===== config.mk =====
export PLATFORM = sky130hd
export DESIGN_NAME = lpbf_formatter
export DESIGN_NICKNAME = d
export VERILOG_FILES = /design/src/include/lpbf_pkg.sv /design/src/include/lpbf_stream_if.sv /design/src/design/lpbf_buffer.sv /design/src/design/lpbf_formatter.sv
export SDC_FILE = /design/constraint.sdc
export NUM_CORES = 1
export LEC_CHECK = 0
export ABC_AREA = 1
export BUFFER_PORTS_ARGS = -buffer_cell sky130_fd_sc_hd__buf_2
export CAP_MARGIN = 30
export CORE_ASPECT_RATIO = 0.7
export CORE_UTILIZATION = 40
export CTS_CLUSTER_DIAMETER = 150
export DETAILED_ROUTE_END_ITERATION = 7
export SETUP_SLACK_MARGIN = 0.02
export SYNTH_ARGS = -nofsm -noshare
export SYNTH_HDL_FRONTEND = slang
export SYNTH_SLANG_ARGS = --single-unit

===== constraint.sdc =====
create_clock -name core_clk -period 7.6 [get_ports core_clk]
set_clock_uncertainty 0.1 [all_clocks]
set_input_delay 2.28 -clock core_clk [delete_from_list [all_inputs] [get_ports core_clk]]
set_output_delay 2.28 -clock core_clk [all_outputs]
set_load 0.01 [all_outputs]

===== src/include/lpbf_pkg.sv =====
// Constants and types shared by the pixel bus formatter files.
package lpbf_pkg;
    localparam int PIX_W = 24;
    localparam int BUS_W = 24;
    // Panel type codes.
    localparam logic [2:0] TYPE_YUV422 = 3'h0;
    localparam logic [2:0] TYPE_YUV444 = 3'h1;
    localparam logic [2:0] TYPE_DELTA_A = 3'h4;
    localparam logic [2:0] TYPE_DELTA_B = 3'h5;
    localparam logic [2:0] TYPE_HICOLOUR = 3'h6;
    localparam logic [2:0] TYPE_PROCESSOR = 3'h7;
    localparam logic [2:0] TYPE_RESET = TYPE_PROCESSOR;
    // Colour depth codes.
    localparam logic [1:0] DEPTH_4K = 2'h0;
    localparam logic [1:0] DEPTH_64K = 2'h1;
    localparam logic [1:0] DEPTH_256K = 2'h2;
    localparam logic [1:0] DEPTH_16M = 2'h3;
    // Component sequences, two bits per slot, first slot in the top bits (R=0, G=1, B=2).
    localparam logic [5:0] SEQ_RGB = 6'h06;
    localparam logic [5:0] SEQ_GBR = 6'h18;
    localparam logic [5:0] SEQ_BGR = 6'h24;
    localparam logic [5:0] SEQ_RBG = 6'h09;
    localparam logic [1:0] COMP_LAST = 2'h2;
    // Engine states.
    typedef enum logic [0:0] {
        ST_EMPTY  = 1'b0,
        ST_LOADED = 1'b1
    } lpbf_state_t;
endpackage


===== src/include/lpbf_stream_if.sv =====
// Valid/ready pixel stream between the formatter's own modules.
`timescale 1ns/1ps
interface lpbf_stream_if #(parameter int W = 24);
    logic         valid;
    logic         ready;
    logic [W-1:0] data;
    modport src (output valid, output data, input ready);
    modport snk (input valid, input data, output ready);
endinterface


===== src/design/lpbf_buffer.sv =====
// Two-entry pixel buffer with valid and ready on both sides.
`timescale 1ns/1ps
module lpbf_buffer #(
    parameter int W = 24
) (
    input  wire logic   core_clk,
    input  wire logic   sys_rst,
    lpbf_stream_if.snk  fill_s,
    lpbf_stream_if.src  drain_s
);
    import lpbf_pkg::*;

    logic [W-1:0] mem_reg [2];
    logic [W-1:0] mem_next [2];
    logic         wr_reg, wr_next, rd_reg, rd_next;
    logic [1:0]   count_reg, count_next;
    logic         push, pop;

    // Full stalls the source, so a slow panel never drops a pixel.
    assign fill_s.ready  = (count_reg != 2'h2);
    assign drain_s.valid = (count_reg != 2'h0);
    assign drain_s.data  = mem_reg[rd_reg];
    assign push = fill_s.valid && fill_s.ready;
    assign pop  = drain_s.valid && drain_s.ready;

    // Pointer, count and storage updates.
    always_comb begin
        mem_next = mem_reg;
        wr_next = wr_reg;
        rd_next = rd_reg;
        count_next = count_reg;
        if (push) begin
            mem_next[wr_reg] = fill_s.data;
            wr_next = ~wr_reg;
        end
        if (pop) begin
            rd_next = ~rd_reg;
        end
        if (push && !pop) begin
            count_next = count_reg + 2'h1;
        end else if (pop && !push) begin
            count_next = count_reg - 2'h1;
        end
    end

    // Storage carries no reset; only the pointers and the count need a defined start.
    always_ff @(posedge core_clk) begin
        mem_reg <= mem_next;
        if (sys_rst) begin
            wr_reg <= 1'b0;
            rd_reg <= 1'b0;
            count_reg <= 2'h0;
        end else begin
            wr_reg <= wr_next;
            rd_reg <= rd_next;
            count_reg <= count_next;
        end
    end
endmodule


===== src/design/lpbf_formatter.sv =====
// Panel data bus formatter: turns display FIFO pixels into panel bus transfers.
// Summary of operation
// - Packed YUV: output order field picks UYVY, YUYV, VYUY or YVYU.
// - Delta panel, full word, both bits clear: one rotating component per pixel.
// - Same with high bit set: two components even pixel, one odd pixel.
// - Delta panel, half word: two cycles per pixel, three when low bit set.
// - High-colour 16M on 8 bits: three bytes, plus dummy byte if high bit.
// - 64K on 8 bits or 256K on 9 bits: low bit picks which half first.
// - Processor panel 4096 colours, 16 bits: high bit picks upper or lower alignment.
// - Processor 12-bit on 8 bits: three transfers per two pixels; others per table.
// - 18-bit on 8-bit processor bus: three transfers, padded or packed.
// - 18-bit on 16 bits: two transfers, four arrangements; 9 bits two, 18 bits one.
// - Delta 24-bit: line order field picks the starting component per line.
// - High-colour 24-bit: one transfer on 24 bits, B G R bytes on 8 bits.
// - Panel type codes: YUV422, YUV444, two delta, high-colour, processor panel.
// - Colour depth codes: 4096, 65536, 262144, 16777216 colours.
`timescale 1ns/1ps
module lpbf_formatter #(
    parameter int PW = lpbf_pkg::PIX_W
) (
    input  wire logic                     core_clk,
    input  wire logic                     sys_rst,
    input  wire logic [2:0]               panel_type,
    input  wire logic [1:0]               colour_depth_select,
    input  wire logic                     full_word_bus_width,
    input  wire logic [1:0]               output_order_select,
    input  wire logic                     bus_mode_18bit_panel,
    input  wire logic [1:0]               arrangement_18bit_panel,
    input  wire logic                     line_order_high,
    input  wire logic                     line_order_low,
    input  wire logic                     display_enable,
    input  wire logic                     line_start,
    input  wire logic                     line_is_even,
    input  wire logic                     pixel_clk_in,
    input  wire logic                     pix_valid,
    input  wire logic [PW-1:0]            pix_data,
    output logic                          pix_ready,
    output logic [lpbf_pkg::BUS_W-1:0]    panel_data_bus,
    output logic                          beat_strobe,
    output logic                          underrun
);
    import lpbf_pkg::*;

    lpbf_stream_if #(.W(PW)) fill_if ();
    lpbf_stream_if #(.W(PW)) drain_if ();

    assign fill_if.valid = pix_valid;
    assign fill_if.data  = pix_data;
    assign pix_ready     = fill_if.ready;

    lpbf_buffer #(.W(PW)) u_buffer (
        .core_clk (core_clk),
        .sys_rst  (sys_rst),
        .fill_s   (fill_if),
        .drain_s  (drain_if)
    );

    // The pixel clock is foreign: two flops, then an edge finder on the second.
    logic lclk_s1_reg, lclk_s2_reg, lclk_s3_reg;
    logic link_edge;
    always_ff @(posedge core_clk) begin
        if (sys_rst) begin
            lclk_s1_reg <= 1'b0;
            lclk_s2_reg <= 1'b0;
            lclk_s3_reg <= 1'b0;
        end else begin
            lclk_s1_reg <= pixel_clk_in;
            lclk_s2_reg <= lclk_s1_reg;
            lclk_s3_reg <= lclk_s2_reg;
        end
    end
    assign link_edge = lclk_s2_reg && !lclk_s3_reg;

    lpbf_state_t       state_reg, state_next;
    logic [PW-1:0]     cur_reg, cur_next, prev_reg, prev_next;
    logic [1:0]        step_reg, step_next, k_reg, k_next;
    logic              odd_reg, odd_next, strobe_reg, strobe_next, under_reg, under_next;
    logic [BUS_W-1:0]  data_reg, data_next, beat_c;
    logic [2:0]        beats_c;
    logic              beat_go, is_delta, last_beat;
    logic [7:0]        cr, cg, cb, pb;
    logic [7:0]        y0, y1;
    logic [15:0]       p565;
    logic [17:0]       p666;
    logic [11:0]       p444;

    // Pick one colour byte by component code.
    function automatic logic [7:0] comp8(input logic [PW-1:0] p, input logic [1:0] c);
        comp8 = (c == 2'h0) ? p[23:16] : (c == 2'h1) ? p[15:8] : p[7:0];
    endfunction

    // Component for slot k of the line, from the line order field and line parity.
    function automatic logic [1:0] delta_comp(input logic hi, input logic lo, input logic even,
                                               input logic [1:0] k);
        logic [5:0] seq;
        case ({hi, lo})
            2'h0: seq = even ? SEQ_GBR : SEQ_RGB;
            2'h1: seq = even ? SEQ_RBG : SEQ_BGR;
            2'h2: seq = even ? SEQ_RGB : SEQ_GBR;
            default: seq = even ? SEQ_BGR : SEQ_RBG;
        endcase
        delta_comp = 2'((seq >> (3'h4 - {k, 1'b0})) & 6'h03);
    endfunction

    assign cr = cur_reg[23:16];
    assign cg = cur_reg[15:8];
    assign cb = cur_reg[7:0];
    assign pb = prev_reg[7:0];
    assign p565 = {cr[7:3], cg[7:2], cb[7:3]};
    assign p666 = {cr[7:2], cg[7:2], cb[7:2]};
    assign p444 = {cr[7:4], cg[7:4], cb[7:4]};
    assign is_delta = (panel_type == TYPE_DELTA_A) || (panel_type == TYPE_DELTA_B);

    // Transfers per pixel for the current settings and pixel parity.
    always_comb begin
        beats_c = 3'h1;
        case (panel_type)
            TYPE_YUV422: beats_c = full_word_bus_width ? 3'h1 : 3'h2;
            TYPE_YUV444: beats_c = full_word_bus_width ? 3'h1 : 3'h3;
            TYPE_DELTA_A, TYPE_DELTA_B: begin
                if (full_word_bus_width) begin
                    beats_c = (output_order_select[1] && !odd_reg) ? 3'h2 : 3'h1;
                end else begin
                    beats_c = output_order_select[0] ? 3'h3 : 3'h2;
                end
            end
            TYPE_HICOLOUR: begin
                if (colour_depth_select == DEPTH_16M && !full_word_bus_width) begin
                    beats_c = output_order_select[1] ? 3'h4 : 3'h3;
                end else if (colour_depth_select != DEPTH_4K && !full_word_bus_width) begin
                    beats_c = 3'h2;
                end
            end
            TYPE_PROCESSOR: begin
                case (colour_depth_select)
                    DEPTH_4K: beats_c = (!full_word_bus_width && odd_reg) ? 3'h2 : 3'h1;
                    DEPTH_64K: beats_c = full_word_bus_width ? 3'h1 : 3'h2;
                    DEPTH_256K: beats_c = (bus_mode_18bit_panel && !full_word_bus_width) ?
                                          3'h3 : (!bus_mode_18bit_panel && full_word_bus_width) ?
                                          3'h1 : 3'h2;
                    default: beats_c = 3'h1;
                endcase
            end
            default: beats_c = 3'h1;
        endcase
    end

    // Chroma pairing for packed YUV: Y in the top byte, then U, then V.
    always_comb begin
        case (output_order_select)
            2'h0: begin
                y0 = odd_reg ? cb : cg;
                y1 = cr;
            end
            2'h1: begin
                y0 = cr;
                y1 = odd_reg ? cb : cg;
            end
            2'h2: begin
                y0 = odd_reg ? cg : cb;
                y1 = cr;
            end
            default: begin
                y0 = cr;
                y1 = odd_reg ? cg : cb;
            end
        endcase
    end

    // Bus word for the current step of the current pixel.
    always_comb begin
        beat_c = '0;
        case (panel_type)
            TYPE_YUV422: beat_c = full_word_bus_width ? {8'h00, y0, y1} :
                                  {16'h0000, (step_reg == 2'h0) ? y0 : y1};
            TYPE_YUV444: beat_c = full_word_bus_width ? cur_reg :
                                  {16'h0000, comp8(cur_reg, step_reg)};
            TYPE_DELTA_A, TYPE_DELTA_B:
                beat_c = {16'h0000, comp8(cur_reg, delta_comp(line_order_high, line_order_low,
                                                               line_is_even, k_reg))};
            TYPE_HICOLOUR, TYPE_PROCESSOR: begin
                case (colour_depth_select)
                    DEPTH_16M: begin
                        if (full_word_bus_width || panel_type == TYPE_PROCESSOR) begin
                            beat_c = cur_reg;
                        end else if (step_reg != 2'h3) begin
                            beat_c = {16'h0000, comp8(cur_reg, COMP_LAST - step_reg)};
                        end
                    end
                    DEPTH_64K: begin
                        if (full_word_bus_width) begin
                            beat_c = {8'h00, p565};
                        end else if ((step_reg == 2'h0) != output_order_select[0]) begin
                            beat_c = {16'h0000, p565[15:8]};
                        end else begin
                            beat_c = {16'h0000, p565[7:0]};
                        end
                    end
                    DEPTH_256K: begin
                        if (full_word_bus_width && !bus_mode_18bit_panel) begin
                            beat_c = {6'h00, p666};
                        end else if (full_word_bus_width) begin
                            case ({arrangement_18bit_panel, step_reg[0]})
                                3'h0: beat_c = {8'h00, p666[17:2]};
                                3'h1: beat_c = {22'h000000, p666[1:0]};
                                3'h2: beat_c = {22'h000000, p666[17:16]};
                                3'h3: beat_c = {8'h00, p666[15:0]};
                                3'h4, 3'h6: beat_c = {8'h00, cr[7:2], 2'h0, cg[7:2], 2'h0};
                                3'h5: beat_c = {16'h0000, cb[7:2], 2'h0};
                                default: beat_c = {8'h00, cb[7:2], 10'h000};
                            endcase
                        end else if (bus_mode_18bit_panel && !arrangement_18bit_panel[0]) begin
                            beat_c = {16'h0000, comp8(cur_reg, step_reg)} & 24'h0000FC;
                        end else if (bus_mode_18bit_panel) begin
                            case (step_reg)
                                2'h0: beat_c = {16'h0000, p666[17:10]};
                                2'h1: beat_c = {16'h0000, p666[9:2]};
                                default: beat_c = {22'h000000, p666[1:0]};
                            endcase
                        end else if ((step_reg == 2'h0) != output_order_select[0]) begin
                            beat_c = {15'h0000, p666[17:9]};
                        end else begin
                            beat_c = {15'h0000, p666[8:0]};
                        end
                    end
                    default: begin
                        if (full_word_bus_width) begin
                            beat_c = output_order_select[1] ? {12'h000, p444} :
                                     {8'h00, p444, 4'h0};
                        end else if (!odd_reg) begin
                            beat_c = {16'h0000, p444[11:4]};
                        end else if (step_reg == 2'h0) begin
                            beat_c = {16'h0000, pb[7:4], p444[11:8]};
                        end else begin
                            beat_c = {16'h0000, p444[7:0]};
                        end
                    end
                endcase
            end
            default: beat_c = '0;
        endcase
    end

    // Settings are sampled live, so the sync engine must only change them while stopped.
    assign beat_go   = (state_reg == ST_LOADED) && link_edge && display_enable;
    assign last_beat = ({1'b0, step_reg} == beats_c - 3'h1);
    assign drain_if.ready = (state_reg == ST_EMPTY);

    // Load a pixel, emit one transfer per link edge, release the pixel after its last.
    always_comb begin
        state_next = state_reg;
        cur_next = cur_reg;
        prev_next = prev_reg;
        step_next = step_reg;
        k_next = k_reg;
        odd_next = odd_reg;
        data_next = data_reg;
        strobe_next = 1'b0;
        under_next = link_edge && display_enable && (state_reg == ST_EMPTY);
        if (state_reg == ST_EMPTY && drain_if.valid) begin
            cur_next = drain_if.data;
            step_next = 2'h0;
            state_next = ST_LOADED;
        end else if (beat_go) begin
            data_next = beat_c;
            strobe_next = 1'b1;
            k_next = (k_reg == COMP_LAST) ? 2'h0 : k_reg + 2'h1;
            step_next = step_reg + 2'h1;
            if (last_beat) begin
                prev_next = cur_reg;
                odd_next = ~odd_reg;
                state_next = ST_EMPTY;
            end
        end
        // A new line restarts the component rotation and pixel parity.
        if (line_start) begin
            k_next = 2'h0;
            odd_next = 1'b0;
        end
    end

    always_ff @(posedge core_clk) begin
        if (sys_rst) begin
            state_reg <= ST_EMPTY;
            cur_reg <= '0;
            prev_reg <= '0;
            step_reg <= 2'h0;
            k_reg <= 2'h0;
            odd_reg <= 1'b0;
            data_reg <= '0;
            strobe_reg <= 1'b0;
            under_reg <= 1'b0;
        end else begin
            state_reg <= state_next;
            cur_reg <= cur_next;
            prev_reg <= prev_next;
            step_reg <= step_next;
            k_reg <= k_next;
            odd_reg <= odd_next;
            data_reg <= data_next;
            strobe_reg <= strobe_next;
            under_reg <= under_next;
        end
    end

    assign panel_data_bus = data_reg;
    assign beat_strobe = strobe_reg;
    assign underrun = under_reg;

    logic ls_done;
    assign ls_done = (state_reg == ST_EMPTY);
endmodule


==> impl_results.md <==
* Max-cap violations at 0
* WP buf/inv at 4
* H-tree depth at 4
* Fin crit share at 68.59%
* Final count of hold timing violations at 0
* Detail Placement HPWL at 22470 um
* Crit Path Class: input pin to flip-flop
* Die Wd at 169.1 um
* Main synth FF type: dfxtp_1
* Worst skew pair latency at 430 ps
* TritonCTS Sinks at 115
* Core ar. at 19020 um^2
* Tmin final at 5213 ps
* Setup-failing EPs final at 0
* Worst-case clock buffer depth at 2
* Worst path max stage delay at 710 ps
* Area growth syn-to-layout at 13.59%
* Top sig layer: met4
* Critical Path RT at 7850 ps
* Post-synth ARST share at 0%
* Routed length on met3 at 4298 um
* First DRT Iteration DRCs at 1395
* Final wirelength at 32110 um
* Reg2reg setup slack at 4060 ps
* Slew Viols, Final at 0
* DIE AREA at 20110 um^2
* GRT Total Usage at 32.75%
* First-pass GRT wire length at 48730 um
* Initial Util at 41.09%
* DR vias at 8842
* Maximum net fanout on the critical path at 22
* Worst path slowest cell: ha_1
* Cell leakage power at 3.664 nW
* Reg clk slew, reported paths at 60 ps
* DR vias/cell at 5.883
* Seq. cell area at 2783 um^2
* Status: finished clean
* Syn_area_per_cell at 6.503 um^2
* Post-cts sizing count at 0
* Multi-input gate area at 4405 um^2
* Vias in the first global route at 8007
* RSZ-0062 raised after global routing: no
* Register area share after synthesis at 35.60%
* Gr ovfl total at 0
* CP Launch Type: input pin
* Final ANT Viol Nets at 0
* Seq cells post-synth at 115
* Largest delay share family, worst path: buffers and inverters
* Initial antenna violation count at 0
* Placed Cells at 1471
* M1 wire length at 13790 um
* Commonest cells after routing, fill and taps aside: 396 x nand2_1, 116 x o21ai_0, 108 x a21oi_1, 78 x nor2_1, 72 x nand3_1
* DRC at 0
* Pwr dens at 318.0 nW/um^2
* Cell Area, Synth at 7816 um^2
* Slew Limit Headroom at 34.85%
* CTS tree: done
* Placer congestion estimate at 1.020
* Critical path endpoint category: flip-flop
* Routed length per placed instance at 21.36 um
* Pre-Repair DR Iteration Count at 6
* Syn Nets at 1256
* Critical path data arrival time at 5470 ps
* I/O pins at 71
* Hold-fix buffers, CTS at 0
* Yosys warns at 0
* Fmax at 191.8 MHz
* CTS Buf Count at 17
* Die height at 119.0 um
* Actual slew at the worst max-slew pin at 976.2 ps
* Final cell count without fillers at 1503
* Hold crit path type: flip-flop to flip-flop
* Mapped Cells at 1202
* I/O Buffers at 70
* Largest net degree at the start of global routing at 47
* Number of flops mapped to enable cells by yosys at 48
* Setup bufs post-CTS at 0
* Synth cell types at 38
* Fillcell total at 2033
* Final setup TNS at 0 ps
* Worst IR Drop VDD at 0.0001976 V
* Count of antenna diodes in the layout at 0
* Max reg flops at 48
* Num rows at 42
* CP cell instances: buf_2, inv_1, ha_1, inv_1, nand2_1, o221ai_1, a21oi_1, ha_1, xor2_1, nand3_1, nor2_1, nand3_2, inv_2, o21ai_1, a21oi_1
* Final #Nets at 1280
* Clock Tree Root: clkbuf_16
* Most common cell after layout, fill and taps aside: nand2_1
* WL met2 at 12560 um
* Fraction of layout cells with a size suffix above 1 at 12.27%
## routing by layer
| metal | up-vias | track usage (%) |
|---|---|---|
| met5 | - | 0 |
| met3 | 132 | 11.53 |
| met1 | 4001 | 45.16 |
| met4 | 0 | 12.78 |
| met2 | 596 | 46.38 |
| li1 | 4113 | - |
## report_power, final
| group | internal [mW] | total [mW] | switching [mW] |
|---|---|---|---|
| sequential | 0.755 | 1.04 | 0.283 |
| combinational | 0.259 | 0.939 | 0.679 |
| clock | 0.520 | 0.846 | 0.326 |
| total | 1.53 | 2.82 | 1.29 |
## synthesized netlist by cell type, types with 5 or more instances
cell	count	area, um^2
a21oi_1	109	545.5
a31oi_1	39	244.0
buf_2	26	130.1
clkbuf_1	44	165.2
dfxtp_1	67	1341
edfxtp_1	48	1441
ha_1	10	125.1
inv_1	64	240.2
inv_2	18	67.56
nand2_1	396	1486
nand2_2	5	31.28
nand3_1	72	360.4
nor2_1	80	300.3
nor2_2	6	37.54
nor2_4	5	56.30
nor3_1	5	25.02
o211ai_1	31	232.7
o21ai_0	116	580.6
o21ai_1	19	95.09
o22ai_1	7	43.79
## stage by stage
step                      total power [mW]  util [%]  instance area (um^2)  worst slack, ps  hold slack (ps)
after global routing                 2.938     46.67                  8879             2016            323.4
after CTS                            2.770     46.67                  8879             2456            301.7
after floorplan                      1.484         -                  7816             3061            288.3
after global placement               1.920     43.38                  8252             2130            289.6
final                                2.824     46.67                  8879             2387            300.9
after detailed placement             1.922     43.48                  8272             2026            294.7
## final timing paths
path | startpoint | to | depth (start not counted)
max | bus_mode_18bit_panel | prev_reg[5]$_SDFFE_PP0P_ | 15
min reg2reg | lclk_s1_reg$_SDFF_PP0_ | lclk_s2_reg$_SDFF_PP0_ | 2
max reg2reg | step_reg[0]$_SDFFE_PP0P_ | panel_data_bus[2]$_SDFFE_PP0P_ | 16
min | lclk_s1_reg$_SDFF_PP0_ | lclk_s2_reg$_SDFF_PP0_ | 2
## area by class of cell
| cell class | count | area share [%] |
|---|---|---|
| Clock inverter | 14 | 2.001 |
| Timing Repair Buffer | 79 | 4.848 |
| Clock buffer | 18 | 4.834 |
| Multi-Input combinational cell | 927 | 49.62 |
| Sequential cell | 115 | 31.34 |
| Tap cell | 264 | 3.720 |
| Inverter | 86 | 3.636 |
## worst min-delay path: stages, from the launching register on
cell,delay (ps)
dfxtp_1,290
inv_1,40
nor2_1,30
## cells by family after synthesis
| group | synth area share [%] |
|---|---|
| DFF | 35.60 |
| and+or+nand+nor | 30.17 |
| AOI/OAI and AO/OA | 23.61 |
| adders and majority gates | 1.601 |
| buffers and inverters | 8.244 |
| xor gates and xnor gates | 0.7685 |
(Power assumes the default switching activity.)
